[src/logic/e1cv_pkg.sv]
// constants and types of the coding violation counter bank
package e1cv_pkg;

	// ********************************************
	// sizes
	// ********************************************
	localparam int PORTS  = 4;
	localparam int CNT_W  = 16;
	localparam int BYTE_W = 8;
	localparam int ADDR_W = 12;
	localparam int IDX_W  = 10;
	localparam int PEND_W = 4;
	localparam int DATA_W = 32;

	// ********************************************
	// register indices, byte address is index * 4
	// ********************************************
	localparam logic [IDX_W-1:0] IDX_CNT_LOW [PORTS] =
		'{10'h046, 10'h076, 10'h0A6, 10'h0D6};
	localparam logic [IDX_W-1:0] IDX_CNT_HIGH [PORTS] =
		'{10'h047, 10'h077, 10'h0A7, 10'h0D7};
	localparam logic [IDX_W-1:0] IDX_OPER [PORTS] =
		'{10'h048, 10'h078, 10'h0A8, 10'h0D8};
	localparam logic [IDX_W-1:0] IDX_CLEAR = 10'h0F0;

	// ********************************************
	// field positions and reset values
	// ********************************************
	localparam int BIT_REMOTE_DEFECT = 4;
	localparam int BIT_TX_ENABLE     = 3;
	localparam int BIT_SEG_SIZE      = 2;
	localparam int BIT_COMPARE       = 1;
	localparam int BIT_ALARM_ENABLE  = 0;
	localparam int OPER_USED_W       = 5;
	localparam int BIT_GLOBAL_RESET  = 0;
	localparam int BASE_CLEAR_S      = 1;
	localparam int BASE_CLEAR_C      = 5;
	localparam int CLEAR_W           = 9;
	localparam logic [OPER_USED_W-1:0] OPER_RESET = 5'h00;
	localparam logic [CLEAR_W-1:0]     CLEAR_RESET = 9'h000;
	localparam logic [BYTE_W-1:0]      J2_IDLE_BYTE = 8'h00;

	// ********************************************
	// per-port control outputs
	// ********************************************
	typedef struct packed {
		logic remote_defect_mode;
		logic trace_tx_enable;
		logic trace_segment_size;
		logic trace_compare_enable;
		logic trace_alarm_enable;
	} e1cv_port_ctrl_type;

endpackage : e1cv_pkg

[src/logic/e1cv_counter.sv]
// one port's saturating violation counter with read hold-off
`timescale 1ns/1ps
`default_nettype none
module e1cv_counter #(
	parameter int CNT_W  = e1cv_pkg::CNT_W,
	parameter int PEND_W = e1cv_pkg::PEND_W
) (
	input  wire logic             pclk,
	input  wire logic             presetn,
	input  wire logic             violation,
	input  wire logic             hold,
	input  wire logic             clear,
	output logic      [CNT_W-1:0] count
);

	// ********************************************
	// state
	// ********************************************
	logic [CNT_W-1:0]  count_ff;
	logic [CNT_W-1:0]  nxt_count;
	logic [PEND_W-1:0] pend_ff;
	logic [PEND_W-1:0] nxt_pend;
	logic [CNT_W:0]    sum;
	logic [PEND_W:0]   pend_sum;

	localparam logic [CNT_W:0]  CNT_MAX  = {1'b0, {CNT_W{1'b1}}};
	localparam logic [PEND_W:0] PEND_MAX = {1'b0, {PEND_W{1'b1}}};

	// ********************************************
	// next values
	// ********************************************
	assign sum      = {1'b0, count_ff} + CNT_W'(pend_ff) + CNT_W'(violation);
	assign pend_sum = {1'b0, pend_ff} + PEND_W'(violation);

	// events seen during a read wait in pend_ff, then fold in [RQ2]
	assign nxt_pend = hold ? ((pend_sum > PEND_MAX) ? PEND_MAX[PEND_W-1:0]
		: pend_sum[PEND_W-1:0]) : '0; // [RQ2]

	// saturate instead of wrapping [RQ1]
	assign nxt_count = clear ? '0 // [RQ3]
		: hold ? count_ff // [RQ2]
		: (sum > CNT_MAX) ? CNT_MAX[CNT_W-1:0] : sum[CNT_W-1:0]; // [RQ1]

	always_ff @(posedge pclk or negedge presetn) begin
		if (!presetn) begin
			count_ff <= '0; // [RQ3]
			pend_ff  <= '0;
		end else begin
			count_ff <= nxt_count;
			pend_ff  <= nxt_pend;
		end
	end

	assign count = count_ff;

endmodule : e1cv_counter
`default_nettype wire

[src/logic/e1cv_bank.sv]
// four-port coding violation counters and operation control, apb slave
//
// Functional notes
// [RQ1] per-port 16-bit saturating violation counter
// [RQ2] events during counter read deferred, not lost
// [RQ3] clear on reset, control bits, low read
// [RQ4] low read copies high byte to snapshot
// [RQ5] host reads low byte then high byte
// [RQ6] low byte sits just below high byte
// [RQ7] trace enable selects ram message or zeros
// [RQ8] host writes zero to operation bits 7-5
// [RQ9] size bit picks 16 or 64 byte segments
// [RQ10] independent port instances, shared snapshot only
`timescale 1ns/1ps
`default_nettype none
module e1cv_bank #(
	parameter int PORTS = e1cv_pkg::PORTS
) (
	input  wire logic                                   pclk,
	input  wire logic                                   presetn,
	input  wire logic                                   psel,
	input  wire logic                                   penable,
	input  wire logic                                   pwrite,
	input  wire logic [e1cv_pkg::ADDR_W-1:0]            paddr,
	input  wire logic [e1cv_pkg::DATA_W-1:0]            pwdata,
	input  wire logic [3:0]                             pstrb,
	output logic      [e1cv_pkg::DATA_W-1:0]            prdata,
	output logic                                        pready,
	output logic                                        pslverr,
	input  wire logic [PORTS-1:0]                       violation,
	input  wire logic [PORTS-1:0][e1cv_pkg::BYTE_W-1:0] j2_ram_byte,
	output logic      [PORTS-1:0][e1cv_pkg::BYTE_W-1:0] j2_tx_byte,
	output logic      [PORTS-1:0]                       j2_seg_64,
	output logic      [PORTS-1:0]                       j2_compare_on,
	output e1cv_pkg::e1cv_port_ctrl_type [PORTS-1:0]    port_ctrl
);

	// ********************************************
	// bus phases and decode
	// ********************************************
	localparam int IDX_W  = e1cv_pkg::IDX_W;
	localparam int BYTE_W = e1cv_pkg::BYTE_W;
	localparam int CNT_W  = e1cv_pkg::CNT_W;
	localparam int OPW    = e1cv_pkg::OPER_USED_W;
	localparam int CLW    = e1cv_pkg::CLEAR_W;
	localparam int DATA_W = e1cv_pkg::DATA_W;

	logic             setup_ph;
	logic             access_ph;
	logic             aligned;
	logic [IDX_W-1:0] idx;
	logic             hit_clear;
	logic             any_hit;
	logic             rd_done;
	logic             wr_done;

	assign setup_ph  = psel & ~penable;
	assign access_ph = psel & penable;
	assign aligned   = (paddr[1:0] == 2'b00);
	assign idx       = paddr[e1cv_pkg::ADDR_W-1:2];
	assign hit_clear = aligned & (idx == e1cv_pkg::IDX_CLEAR);
	assign rd_done   = access_ph & ~pwrite;
	assign wr_done   = access_ph & pwrite & pstrb[0];

	// ********************************************
	// per-port decode
	// ********************************************
	logic [PORTS-1:0] hit_low;
	logic [PORTS-1:0] hit_high;
	logic [PORTS-1:0] hit_oper;
	logic [PORTS-1:0] rd_low_done;
	logic [PORTS-1:0] rd_hold;
	logic [PORTS-1:0] wr_oper;
	logic [PORTS-1:0] cnt_clear;

	// ********************************************
	// registers
	// ********************************************
	logic [PORTS-1:0][OPW-1:0]   oper_ff;
	logic [PORTS-1:0][OPW-1:0]   nxt_oper;
	logic [CLW-1:0]              clear_ff;
	logic [CLW-1:0]              nxt_clear;
	logic [BYTE_W-1:0]           snap_ff;
	logic [BYTE_W-1:0]           nxt_snap;
	logic [DATA_W-1:0]           prdata_ff;
	logic [DATA_W-1:0]           nxt_prdata;
	logic [PORTS-1:0][CNT_W-1:0] count;
	logic [PORTS-1:0][BYTE_W-1:0] j2_ff;
	logic [PORTS-1:0][BYTE_W-1:0] nxt_j2;
	logic [PORTS-1:0][DATA_W-1:0] port_rd;
	logic                        global_reset;

	assign global_reset = clear_ff[e1cv_pkg::BIT_GLOBAL_RESET];

	genvar g;
	generate
		for (g = 0; g < PORTS; g++) begin : g_port
			// high byte index is the low index plus one [RQ6]
			assign hit_low[g]  = aligned
				& (idx == e1cv_pkg::IDX_CNT_LOW[g]); // [RQ6]
			assign hit_high[g] = aligned
				& (idx == e1cv_pkg::IDX_CNT_HIGH[g]); // [RQ6]
			assign hit_oper[g] = aligned
				& (idx == e1cv_pkg::IDX_OPER[g]);

			assign rd_low_done[g] = rd_done & hit_low[g];
			assign wr_oper[g]     = wr_done & hit_oper[g];

			// whole read cycle, setup and access, freezes the count [RQ2]
			assign rd_hold[g] = psel & ~pwrite
				& (hit_low[g] | hit_high[g]); // [RQ2]

			// control bits hold the counter at zero while set
			assign cnt_clear[g] = global_reset
				| clear_ff[e1cv_pkg::BASE_CLEAR_S + g]
				| clear_ff[e1cv_pkg::BASE_CLEAR_C + g]
				| rd_low_done[g]; // [RQ3]

			// each port owns its counter and control register [RQ10]
			e1cv_counter #(
				.CNT_W  (CNT_W),
				.PEND_W (e1cv_pkg::PEND_W)
			) u_counter (
				.pclk      (pclk),
				.presetn   (presetn),
				.violation (violation[g]),
				.hold      (rd_hold[g]),
				.clear     (cnt_clear[g]),
				.count     (count[g])
			); // [RQ10] [RQ1]

			// bits 7-5 are dropped, host keeps them zero [RQ8]
			assign nxt_oper[g] = wr_oper[g] ? pwdata[OPW-1:0] : oper_ff[g];

			// high byte reads the shared snapshot, not the live count [RQ4]
			assign port_rd[g] =
				hit_low[g]  ? DATA_W'(count[g][BYTE_W-1:0])
				: hit_high[g] ? DATA_W'(snap_ff) // [RQ4]
				: hit_oper[g] ? DATA_W'(oper_ff[g])
				: '0;

			// zeros go out when the message is disabled [RQ7]
			assign nxt_j2[g] = oper_ff[g][e1cv_pkg::BIT_TX_ENABLE]
				? j2_ram_byte[g] : e1cv_pkg::J2_IDLE_BYTE; // [RQ7]

			assign port_ctrl[g].remote_defect_mode =
				oper_ff[g][e1cv_pkg::BIT_REMOTE_DEFECT];
			assign port_ctrl[g].trace_tx_enable =
				oper_ff[g][e1cv_pkg::BIT_TX_ENABLE];
			assign port_ctrl[g].trace_segment_size =
				oper_ff[g][e1cv_pkg::BIT_SEG_SIZE];
			assign port_ctrl[g].trace_compare_enable =
				oper_ff[g][e1cv_pkg::BIT_COMPARE];
			assign port_ctrl[g].trace_alarm_enable =
				oper_ff[g][e1cv_pkg::BIT_ALARM_ENABLE];

			// 64-byte segments switch comparison off; the alarm enable passes through ungated [RQ9]
			assign j2_seg_64[g] = oper_ff[g][e1cv_pkg::BIT_SEG_SIZE]; // [RQ9]
			assign j2_compare_on[g] = ~oper_ff[g][e1cv_pkg::BIT_SEG_SIZE]
				& oper_ff[g][e1cv_pkg::BIT_COMPARE]; // [RQ9]
		end
	endgenerate

	assign any_hit = hit_clear | (|hit_low) | (|hit_high) | (|hit_oper);

	// ********************************************
	// shared snapshot and read data
	// ********************************************
	// one location serves all ports, so a second low read clobbers it
	always_comb begin
		nxt_snap   = snap_ff;
		nxt_prdata = prdata_ff;
		for (int i = 0; i < PORTS; i++) begin
			if (rd_low_done[i]) begin
				nxt_snap = count[i][CNT_W-1:BYTE_W]; // [RQ4]
			end
		end
		// sampled in setup; the count is already frozen then
		if (setup_ph & ~pwrite) begin
			nxt_prdata = hit_clear ? DATA_W'(clear_ff) : '0;
			for (int i = 0; i < PORTS; i++) begin
				nxt_prdata = nxt_prdata | port_rd[i];
			end
		end
	end

	assign nxt_clear = (wr_done & hit_clear) ? pwdata[CLW-1:0] : clear_ff;

	always_ff @(posedge pclk or negedge presetn) begin
		if (!presetn) begin
			clear_ff  <= e1cv_pkg::CLEAR_RESET;
			snap_ff   <= '0;
			prdata_ff <= '0;
		end else begin
			clear_ff  <= nxt_clear;
			snap_ff   <= nxt_snap;
			prdata_ff <= nxt_prdata;
		end
	end

	always_ff @(posedge pclk or negedge presetn) begin
		if (!presetn) begin
			for (int i = 0; i < PORTS; i++) begin
				oper_ff[i] <= e1cv_pkg::OPER_RESET;
				j2_ff[i]   <= e1cv_pkg::J2_IDLE_BYTE;
			end
		end else begin
			oper_ff <= nxt_oper;
			j2_ff   <= nxt_j2;
		end
	end

	// ********************************************
	// outputs
	// ********************************************
	// no wait states: every access ends in its first access cycle
	assign pready     = 1'b1;
	assign pslverr    = access_ph & ~any_hit;
	assign prdata     = prdata_ff;
	assign j2_tx_byte = j2_ff;

endmodule : e1cv_bank
`default_nettype wire

[config.mk]
export PLATFORM = sky130hd
export DESIGN_NAME = e1cv_bank
export DESIGN_NICKNAME = d
export VERILOG_FILES = /design/src/logic/e1cv_pkg.sv /design/src/logic/e1cv_counter.sv /design/src/logic/e1cv_bank.sv
export SDC_FILE = /design/constraint.sdc
export NUM_CORES = 1
export LEC_CHECK = 0
export BUFFER_PORTS_ARGS = -buffer_cell sky130_fd_sc_hd__buf_2
export CORE_ASPECT_RATIO = 0.75
export CORE_UTILIZATION = 60
export DETAILED_ROUTE_END_ITERATION = 10
export GPL_ROUTABILITY_DRIVEN = 0
export PLACE_DENSITY = 0.86
export SYNTH_ARGS = -nofsm -noshare
export SYNTH_HDL_FRONTEND = slang
export SYNTH_HIERARCHICAL = 1
export SYNTH_SLANG_ARGS = --single-unit
[constraint.sdc]
create_clock -name pclk -period 4.2 [get_ports pclk]
set_clock_uncertainty 0.15 [all_clocks]
set_input_delay 0.63 -clock pclk [delete_from_list [all_inputs] [get_ports pclk]]
set_output_delay 0.63 -clock pclk [all_outputs]
set_load 0.02 [all_outputs]
==> flow_summary_export.csv, run 1 <==
group,metric,value,unit
power_and_ir_drop,power.leakage,4.77,nW
timing,finalCritPeriodShare,0.771,
outcome,status,"completed",
timing,setup_viol_count_final,0,
setup_path,cp_slowest_cell,"nor4_4",
placement,placed_area,9640,sq um
yosys,synth-seq-cells,158,
setup_path,timing.rr.end,"g_port[2].u_counter/count[15]",
cts,hold_buffers,0,
finish,drive_gt1_frac,0.272,
finish,nets,1073,
cts,cts_root_buf,"clkbuf_16",
yosys,yosys.area.top_type,"dfrtp_1",
setup_path,slowest_delay,0.55,ns
cts,cts_buffer_depth,2,
yosys,synthFlopType,"dfrtp_1",
global_routing,grt_pass1_wl,39500,um
drt,dr.pass1.iters,6,
drt,ant_nets,0,
yosys,synth.cell_area,8940,sq um
timing,hold_violations,0,
global_routing,antenna_found_initial,0,
global_routing,grt_max_degree,97,
cts,htree_levels,4,
global_routing,use_met3,0.0992,
die,coreArea,14500,sq um
finish,fin_cells,1169,
cts,post-cts-setup-buffers,0,
timing,fin_hold_ws,0.0952,ns
cts,clkTransAtPathRegs,0.07,ns
yosys,synth_edf_count,0,
worst_hold_path,worstHoldPathType,"in2async",
finish,final_common_cell,"dfrtp_1",
die,start_util,0.616,
cts,clock_sinks,158,
cts,insertion_delay,0.45,ns
setup_path,cp_cell_sequence,"buf_2 -> nor4_4 -> nand2_1 -> nor2_1 -> nand2b_1 -> o221ai_1 -> and4_1 -> a311oi_2",
setup_path,required,4.39,ns
global_routing,met2_usage,0.508,
timing,slew_headroom,0.372,
yosys,synth-async-reset-ratio,1.00,
timing,setup_slack,0.961,ns
finish,final_cell_mix,"dfrtp_1 (158), buf_2 (131), nor2_1 (53), and2_1 (48), a211oi_1 (40)",
finish,multi_input_area,4610,sq um
drt,viasPerCell,6.63,
drt,drc_errors,0,
flow_run,maxCapViolations,0,
placement,dp_slack,0.645,ns
die,die_w,143,um
global_routing,overflow,0,
timing,tightest_slew,0.943,ns
power_and_ir_drop,vdd_drop_max,0.280,mV
yosys,yosysUniqueCellTypes,77,
die,die_area,15400,sq um
yosys,ys_seq_area_frac,0.442,
setup_path,reg2reg_depth,6,
timing,final-max-slew-violation-count,0,
setup_path,critPathKind,"in2reg",
timing,tns,0,ns
die,io_pins,183,
finish,final_cell_area,10200,sq um
cts,cts_tree,"built",
drt,drt-total-wl,24800,um
yosys,synth_top_area_share,0.442,
finish,areaGrowthSynthToFinish,14.6,%
setup_path,r2r-start,"g_port[2].u_counter/count[0]",
timing,grt_setup_unrepaired,"false",
power_and_ir_drop,power.density,419,nW/um^2
yosys,synth_warnings,6,
yosys,avgSynthCellArea,10.7,sq um
placement,hpwl,17200,um
setup_path,r2r_setup_slack,1.49,ns
finish,diodes,0,
yosys,synth_cells,837,
global_routing,met1_usage,0.453,
timing,period_needed,3.24,ns
setup_path,arrival,3.43,ns
timing,fmax,0.309,GHz
die,row_count,38,
finish,n_fill_cell,980,
cts,cts-resized-gates,0,
setup_path,crit_fanout,12,
setup_path,worstSetupEndpointType,"flop",
placement,port_buffers,132,
drt,drt_iter0_markers,997,
placement,dp.cells,1137,
die,die_h,108,um
setup_path,cp-start-kind,"input pin",
yosys,synthTopCellsByArea,"dfrtp_1 (44%), mux2_2 (4.5%), a211oi_1 (3.4%)",
global_routing,track_usage,0.340,
drt,vias,7754,
global_routing,top_usage_layer,"met2",
drt,wl_per_cell,21.2,um
cts,cts_buffers,17,
global_routing,first_global_vias,7316,
finish,seq_area,3950,sq um
==> registers in the layout, summed over array words and instances (netlist names) <==
register and flops:
snap_ff 8, g_port.u_counter/pend_ff 16, clear_ff 9, j2_tx_byte 32
port_ctrl 16, j2_seg_64 4, g_port.u_counter/count 64, prdata 9
==> cells in the mapped netlist (5+ instances only) <==
cell / instances
a211oi_1: 40
a21o_1: 11
a21oi_1: 26
a21oi_2: 5
a22oi_1: 17
a311oi_1: 15
a311oi_2: 12
a31oi_1: 38
a41oi_1: 9
and2_1: 48
and3_1: 14
and4_1: 5
and4b_1: 7
buf_2: 12
buf_4: 29
clkbuf_1: 19
dfrtp_1: 158
fa_1: 8
ha_1: 20
inv_1: 15
mux2_2: 36
nand2_1: 35
nand3_1: 27
nor2_1: 53
nor2b_1: 6
nor3_1: 17
nor4_4: 5
o21a_1: 8
o21ai_0: 14
o21bai_1: 14
o22ai_1: 5
o31ai_1: 6
xnor2_1: 6
==> worst max-delay path by stage <==
stage               startpoint                            to  slack [ns]  depth (start not counted)
global placement      paddr[1]  g_port[1].u_counter/count[7]        0.74                          8
CTS                   paddr[1]  g_port[1].u_counter/count[7]        1.06                          8
global route          paddr[1]  g_port[1].u_counter/count[7]        0.81                          8
floorplan             paddr[9]                       pslverr        1.26                          6
finish                paddr[1]  g_port[1].u_counter/count[7]        0.96                          8
detailed placement    paddr[1]  g_port[1].u_counter/count[7]        0.64                          8
==> layer usage <==
layer	vias to the layer above	share of wire	wire length (um)
met5	-	0	0
met4	0	0.045	1120
met3	109	0.099	2450
met2	513	0.45	11200
met1	3729	0.41	10100
li1	3403	-	-
==> logic make-up (layout without fill, tap and decap cells) <==
| group | count (synthesis) | in the layout | share of synthesized area |
|---|---|---|---|
| flip-flops | 158 | 158 | 0.442 |
| XOR/XNOR | 9 | 9 | 0.00882 |
| adder cells (fa/ha/maj) | 28 | 28 | 0.0459 |
| AND/OR/NAND/NOR | 268 | 268 | 0.185 |
| other | 2 | 24 | 0.000840 |
| multiplexers | 37 | 37 | 0.0465 |
| buffers and inverters | 80 | 190 | 0.0508 |
| AO/OA/AOI/OAI | 255 | 255 | 0.220 |
==> power by group <==
| group | leakage (nW) | internal [W] | switching [W] |
|---|---|---|---|
| Sequential | 2.13 | 0.00167 | 0.000270 |
| Clock | 0.295 | 0.000809 | 0.000762 |
| Combinational | 2.34 | 0.000361 | 0.000421 |
==> layout make-up <==
| type | instances | share of cell area |
|---|---|---|
| sequential | 158 | 0.386 |
| clock inverter | 15 | 0.0181 |
| clock buffer | 17 | 0.0415 |
| inverter | 15 | 0.00550 |
| multi-input combinational | 621 | 0.450 |
| tap | 200 | 0.0244 |
| timing repair buffer | 143 | 0.0744 |
==> metrics by stage <==
stage	utilization	power, W
floorplan	-	0.00245
global placement	0.664	0.00268
detailed placement	0.664	0.00272
CTS	0.707	0.00429
global route	0.707	0.00447
finish	0.707	0.00429
==> critical path: cells and delay by family <==
kind	cells	cell delay, ns
and+or+nand+nor	5	2.00
AOI/OAI and AO/OA	2	0.67
buffers and inverters	1	0.12
Power figures use the tool's default switching activity.
==> inputs of run 2 (changes only) <==
--- a/config.mk
+++ b/config.mk
@@ -5,12 +5,13 @@
 export SDC_FILE = /design/constraint.sdc
 export NUM_CORES = 1
 export LEC_CHECK = 0
+export ABC_AREA = 1
 export BUFFER_PORTS_ARGS = -buffer_cell sky130_fd_sc_hd__buf_2
 export CORE_ASPECT_RATIO = 0.75
-export CORE_UTILIZATION = 60
+export CORE_UTILIZATION = 57
 export DETAILED_ROUTE_END_ITERATION = 10
 export GPL_ROUTABILITY_DRIVEN = 0
-export PLACE_DENSITY = 0.86
+export PLACE_DENSITY = 0.81
 export SYNTH_ARGS = -nofsm -noshare
 export SYNTH_HDL_FRONTEND = slang
 export SYNTH_HIERARCHICAL = 1
==> constraint.sdc (replaced) <==
create_clock -name pclk -period 3 [get_ports pclk]
set_clock_uncertainty 0.15 [all_clocks]
set_input_delay 0.45 -clock pclk [delete_from_list [all_inputs] [get_ports pclk]]
set_output_delay 0.45 -clock pclk [all_outputs]
set_load 0.02 [all_outputs]
==> run 2 against run 1 <==
- global-route usage down 3.7 points
- sequential share of layout area is 5.6 points lower
- critical path depth increased by 1
- utilization shrank 3.7 points
- largest power group unchanged
- sequential power grew 16%
- final cell count increased by 62%
- synthesized area grew 18%
- wire length rose by 12%
==> flow_summary_export.csv, run 2 <==
group,metric,value,unit
placement,port_buffers,132,
timing,setup_viol_count_final,0,
setup_path,required,2.40,ns
timing,tightest_slew,1.09,ns
global_routing,grt_max_degree,68,
worst_hold_path,worstHoldPathType,"in2reg",
placement,dp.cells,1862,
yosys,synth-seq-cells,158,
power_and_ir_drop,clockPowerShare,0.450,
yosys,synth_warnings,6,
die,io_pins,183,
drt,dr.pass1.iters,6,
die,die_h,120,um
power_and_ir_drop,vdd_drop_max,0.400,mV
global_routing,overflow,0,
finish,final_common_cell,"nand2_1",
timing,final-max-slew-violation-count,0,
die,start_util,0.589,
setup_path,critPathTopFamily,"simple AND/OR/NAND/NOR gates",
yosys,avgSynthCellArea,6.99,sq um
finish,n_fill_cell,1481,
die,die_area,19000,sq um
power_and_ir_drop,power.leakage,6.82,nW
finish,largest_reg_flops,64,
flow_run,maxCapViolations,0,
cts,cts_tree,"built",
timing,fmax,0.373,GHz
cts,clkTransAtPathRegs,0.07,ns
global_routing,grt_pass1_wl,46100,um
global_routing,first_global_vias,9286,
setup_path,worstSetupEndpointType,"output port",
outcome,status,"completed",
yosys,synth_edf_count,0,
power_and_ir_drop,swShare,0.274,
drt,viasPerCell,5.35,
worst_hold_path,hp-start,"j2_ram_byte[29]",
yosys,yosysMostFrequentCell,"nand2_1",
placement,hpwl,20800,um
setup_path,cp_cell_sequence,"buf_2 -> nor2_4 -> nand2_4 -> nor2_4 -> nand2_1 -> nand3_1 -> nor3_1 -> and2_1 -> buf_2",
power_and_ir_drop,pwr-share-comb,0.096,
yosys,synth-async-reset-ratio,1.00,
yosys,ys_seq_area_frac,0.376,
timing,setup_slack,0.322,ns
timing,hold_violations,0,
die,coreArea,17900,sq um
finish,final_cell_mix,"nand2_1 (505), inv_1 (203), dfrtp_1 (158), nand3_1 (140), buf_2 (131)",
drt,drt-total-wl,27800,um
yosys,synth.cell_area,10500,sq um
cts,cts_buffer_depth,2,
timing,grt_setup_unrepaired,"false",
global_routing,antenna_found_initial,1,
cts,cts_root_buf,"clkbuf_16",
cts,cts_buffers,17,
finish,areaGrowthSynthToFinish,13.8,%
power_and_ir_drop,pwr-share-seq,0.454,
cts,clock_sinks,158,
setup_path,crit_start,"paddr[1]",
drt,drt_iter0_markers,1042,
setup_path,r2r-start,"g_port[3].u_counter/count[0]",
die,row_count,42,
power_and_ir_drop,p_switching,0.00136,W
placement,dp_slack,0.334,ns
yosys,synth_cells,1504,
finish,drive_gt1_frac,0.183,
cts,insertion_delay,0.45,ns
drt,ant_nets,0,
timing,period_needed,2.68,ns
setup_path,critPathKind,"in2out",
cts,post-cts-setup-buffers,0,
setup_path,slowest_delay,0.39,ns
setup_path,arrival,2.08,ns
die,die_w,159,um
power_and_ir_drop,intPower,0.00361,W
yosys,synth_top_area_share,0.376,
power_and_ir_drop,power.density,415,nW/um^2
timing,tns,0,ns
finish,fin_cells,1896,
yosys,synthTopCellsByArea,"dfrtp_1 (38%), nand2_1 (18%), inv_1 (7.2%)",
drt,wl_per_cell,14.6,um
yosys,synth_common_cells,"nand2_1 (505), inv_1 (203), dfrtp_1 (158), nand3_1 (140), nor2_1 (116)",
setup_path,path_buf_inv,2,
yosys,yosys.area.top_type,"dfrtp_1",
drt,vias,10147,
drt,drc_errors,0,
finish,nets,1757,
timing,fin_hold_ws,0.0404,ns
global_routing,track_usage,0.304,
timing,finalCritPeriodShare,0.893,
setup_path,cp_slowest_cell,"nor2_4",
yosys,synthFlopType,"dfrtp_1",
setup_path,crit_fanout,17,
setup_path,cp-start-kind,"input pin",
cts,htree_levels,4,
timing,slew_headroom,0.272,
yosys,yosysUniqueCellTypes,41,
==> run 2: what timing repair did <==
action	in CTS	in global routing
endpoints found under the hold margin	64	0
hold buffers	1	0
gates resized for setup	0	0
==> run 2: cell type report <==
| type | instances | area [sq um] | share of cell area |
|---|---|---|---|
| multi-input cells | 1085 | 5420 | 0.453 |
| clock buffers | 18 | 429 | 0.0359 |
| repair buffers | 153 | 840 | 0.0701 |
| flip-flops and latches | 158 | 3950 | 0.330 |
| inverters | 225 | 850 | 0.0710 |
| clock inverters | 14 | 171 | 0.0143 |
| well taps | 242 | 303 | 0.0253 |
| diodes | 1 | 2.50 | 0.000209 |
==> run 2: per-layer routing <==
| layer | wire, um | share of wire | GRT usage | up-vias |
|---|---|---|---|---|
| met3 | 2150 | 0.077 | 0.0518 | 78 |
| met4 | 1060 | 0.038 | 0.139 | 0 |
| met5 | 0 | 0 | 0 | - |
| met2 | 12100 | 0.44 | 0.469 | 466 |
| met1 | 12500 | 0.45 | 0.421 | 4652 |
| li1 | - | - | - | 4951 |
==> run 2: final timing paths <==
| path | to | slack [ns] | depth (start not counted) |
|---|---|---|---|
| worst min register to register | snap_ff[7] | 0.34 | 2 |
| worst max register to register | g_port[3].u_counter/count[9] | 0.48 | 10 |
| worst max-delay path | pslverr | 0.32 | 9 |
| worst min-delay path | j2_tx_byte[29] | 0.04 | 3 |
| min in group asynchronous | j2_tx_byte[6] | 0.42 | 2 |
| max in group asynchronous | clear_ff[0] | 1.55 | 3 |
==> run 2: power groups by stage <==
| stage | Sequential [W] | Clock, W | Combinational (W) |
|---|---|---|---|
| after CTS | 0.00226 | 0.00226 | 0.000476 |
| after floorplan | 0.00230 | 0 | 0.000303 |
| final | 0.00226 | 0.00223 | 0.000476 |
| after global placement | 0.00230 | 0 | 0.000462 |
| after detailed placement | 0.00230 | 0 | 0.000471 |
| after global routing | 0.00227 | 0.00235 | 0.000535 |
==> run 2: worst reg2reg max path: stages, from the launching register on <==
cell,delay (ns)
dfrtp_1,0.43
fa_1,0.47
fa_1,0.42
nand2_2,0.10
nand3_2,0.07
nand2_2,0.11
nor2_4,0.08
nand2_2,0.25
nand2_1,0.09
o21ai_0,0.18
nand2_1,0.07
==> run 2: kinds of logic after synthesis <==
family / synth area share
other: 0.000714
AO/OA/AOI/OAI: 0.0670
multiplexers: 0.00107
adder cells (fa/ha/maj): 0.0390
XOR/XNOR: 0.00333
flip-flops: 0.376
AND/OR/NAND/NOR: 0.396
buffers and inverters: 0.117
==> run 2: metrics by stage <==
step | util | instance area (sq um) | total power (W)
2_1_floorplan | - | 10600 | 0.00260
3_3_place_gp | 0.636 | 11400 | 0.00276
3_5_place_dp | 0.636 | 11400 | 0.00277
4_1_cts | 0.670 | 12000 | 0.00499
5_1_grt | 0.670 | 12000 | 0.00515
6_report | 0.670 | 12000 | 0.00497
==> inputs of run 3 (changes only) <==
==> constraint.sdc (replaced) <==
create_clock -name pclk -period 3 [get_ports pclk]
set_clock_uncertainty 0.15 [all_clocks]
set_input_delay 0.3 -clock pclk [delete_from_list [all_inputs] [get_ports pclk]]
set_output_delay 0.3 -clock pclk [all_outputs]
set_load 0.02 [all_outputs]
==> run 3 against run 2 <==
- critical path depth decreased by 4
- fmax increased by 3.3%
- final cell count increased by 1.7%
- worst setup slack improved by 0.086 ns
- worst hold slack improved by 0.020 ns
- clock power about the same
- first-iteration DRC count increased by 5.0%
- final area increased by 2.8%
- wire length increased by 6.4%
- largest power group unchanged
- highest routed layer unchanged
==> flow_summary_export.csv, run 3 (same netlist as run 2, synthesis figures left out) <==
group,metric,value,unit
outcome,status,"completed",
timing,tightest_slew,1.08,ns
timing,setup_viol_count_final,0,
drt,drc_errors,0,
global_routing,antenna_found_initial,1,
cts,insertion_delay,0.44,ns
timing,tns,0,ns
cts,cts_tree,"built",
placement,hpwl,20700,um
finish,final_common_cell,"nand2_1",
cts,post-cts-setup-buffers,0,
cts,cts_buffer_depth,2,
flow_run,maxCapViolations,0,
drt,drt_iter0_markers,1094,
drt,vias,10381,
finish,largest_reg_flops,64,
cts,htree_levels,4,
setup_path,required,3.21,ns
drt,dr.pass1.iters,6,
die,coreArea,17900,sq um
global_routing,overflow,0,
setup_path,slowest_delay,0.91,ns
placement,port_buffers,132,
cts,cts_buffers,17,
setup_path,r2r_setup_slack,0.41,ns
drt,viasPerCell,5.38,
setup_path,arrival,2.80,ns
drt,ant_nets,0,
setup_path,cp-start-kind,"flop",
timing,fmax,0.386,GHz
finish,final_cell_mix,"nand2_1 (505), inv_1 (203), dfrtp_1 (158), nand3_1 (140), buf_2 (131)",
finish,areaGrowthSynthToFinish,16.9,%
timing,grt_setup_unrepaired,"false",
die,start_util,0.589,
setup_path,worstSetupEndpointType,"flop",
cts,hold_buffers,37,
setup_path,cp_cell_sequence,"nor3_1 -> o21ai_0 -> nor2_1 -> nand2_1 -> a21oi_1",
timing,period_needed,2.59,ns
power_and_ir_drop,vdd_drop_max,0.335,mV
power_and_ir_drop,power.leakage,6.95,nW
setup_path,cp_slowest_cell,"nor2_1",
finish,nets,1789,
cts,cts-resized-gates,0,
cts,clkTransAtPathRegs,0.07,ns
die,die_w,159,um
drt,wl_per_cell,15.3,um
setup_path,critPathKind,"reg2reg",
finish,drive_gt1_frac,0.178,
die,row_count,42,
cts,cts_root_buf,"clkbuf_16",
global_routing,grt_max_degree,62,
timing,fin_hold_ws,0.0601,ns
die,die_area,19000,sq um
global_routing,first_global_vias,9752,
die,die_h,120,um
timing,final-max-slew-violation-count,0,
global_routing,track_usage,0.324,
die,io_pins,183,
setup_path,crit_fanout,16,
global_routing,grt_pass1_wl,48700,um
timing,hold_violations,0,
cts,clock_sinks,158,
worst_hold_path,worstHoldPathType,"in2reg",
power_and_ir_drop,power.density,409,nW/um^2
power_and_ir_drop,power.total,0.00503,W
drt,drt-total-wl,29500,um
timing,slew_headroom,0.276,
timing,finalCritPeriodShare,0.864,
==> run 3: cell types whose count changed in the layout (fill, tap and decap cells not counted), sizes merged <==
cell | before | now
dlygate4sd3 | 1 | 37
buf | 152 | 148
clkinv | 9 | 7
inv | 226 | 228
clkbuf | 18 | 17
diode | 1 | 2
==> run 3: final timing paths <==
kind | start | to | cells after the start
setup / recovery | clear_ff[0] | g_port[0].u_counter/count[12] | 5
hold reg to reg | snap_ff[7] | snap_ff[7] | 2
setup reg to reg | clear_ff[0] | g_port[0].u_counter/count[12] | 5
max in group asynchronous | presetn | g_port[3].u_counter/count[2] | 3
min in group asynchronous | presetn | j2_tx_byte[16] | 2
hold / removal | pwdata[4] | port_ctrl[4] | 3
==> run 3: critical path: cells and delay by family, from the launching register on <==
kind,cells,cell delay [ns]
AOI/OAI and AO/OA,2,0.52
DFF,1,0.47
and+or+nand+nor,3,1.37
==> run 3: final cells by class <==
cell class                      instances  area (sq um)
Sequential cell                       158          3950
Multi-Input combinational cell       1085          5420
Fill cell                            1424          5570
Clock buffer                           17           425
Clock inverter                         14           173
Tap cell                              242           303
Timing Repair Buffer                  185          1170
Inverter                              225           850
Antenna cell                            2          5.00
==> run 3: metrics by stage <==
stage,area (sq um),instances,utilization,setup slack [ns]
final,12300,1928,0.688,0.408
after global routing,12300,1927,0.688,0.273
after global placement,11300,1858,0.634,0.548
after detailed placement,11300,1858,0.634,0.486
after floorplan,10600,1526,-,0.830
after CTS,12300,1926,0.688,0.496
==> run 3: power breakdown <==
part	internal [W]	total [W]	switching [W]	leakage, nW
combinational	0.000192	0.000519	0.000327	4.49
clock	0.00126	0.00225	0.000994	0.289
sequential	0.00219	0.00226	0.0000677	2.16
==> run 3: per-layer routing <==
metal	up-vias	global-route usage	wire length [um]	part of all wire
met5	-	0	0	0
met4	0	0.149	1010	0.034
met3	80	0.0581	2300	0.078
met2	508	0.517	13500	0.46
met1	4782	0.431	12700	0.43
li1	5011	-	-	-
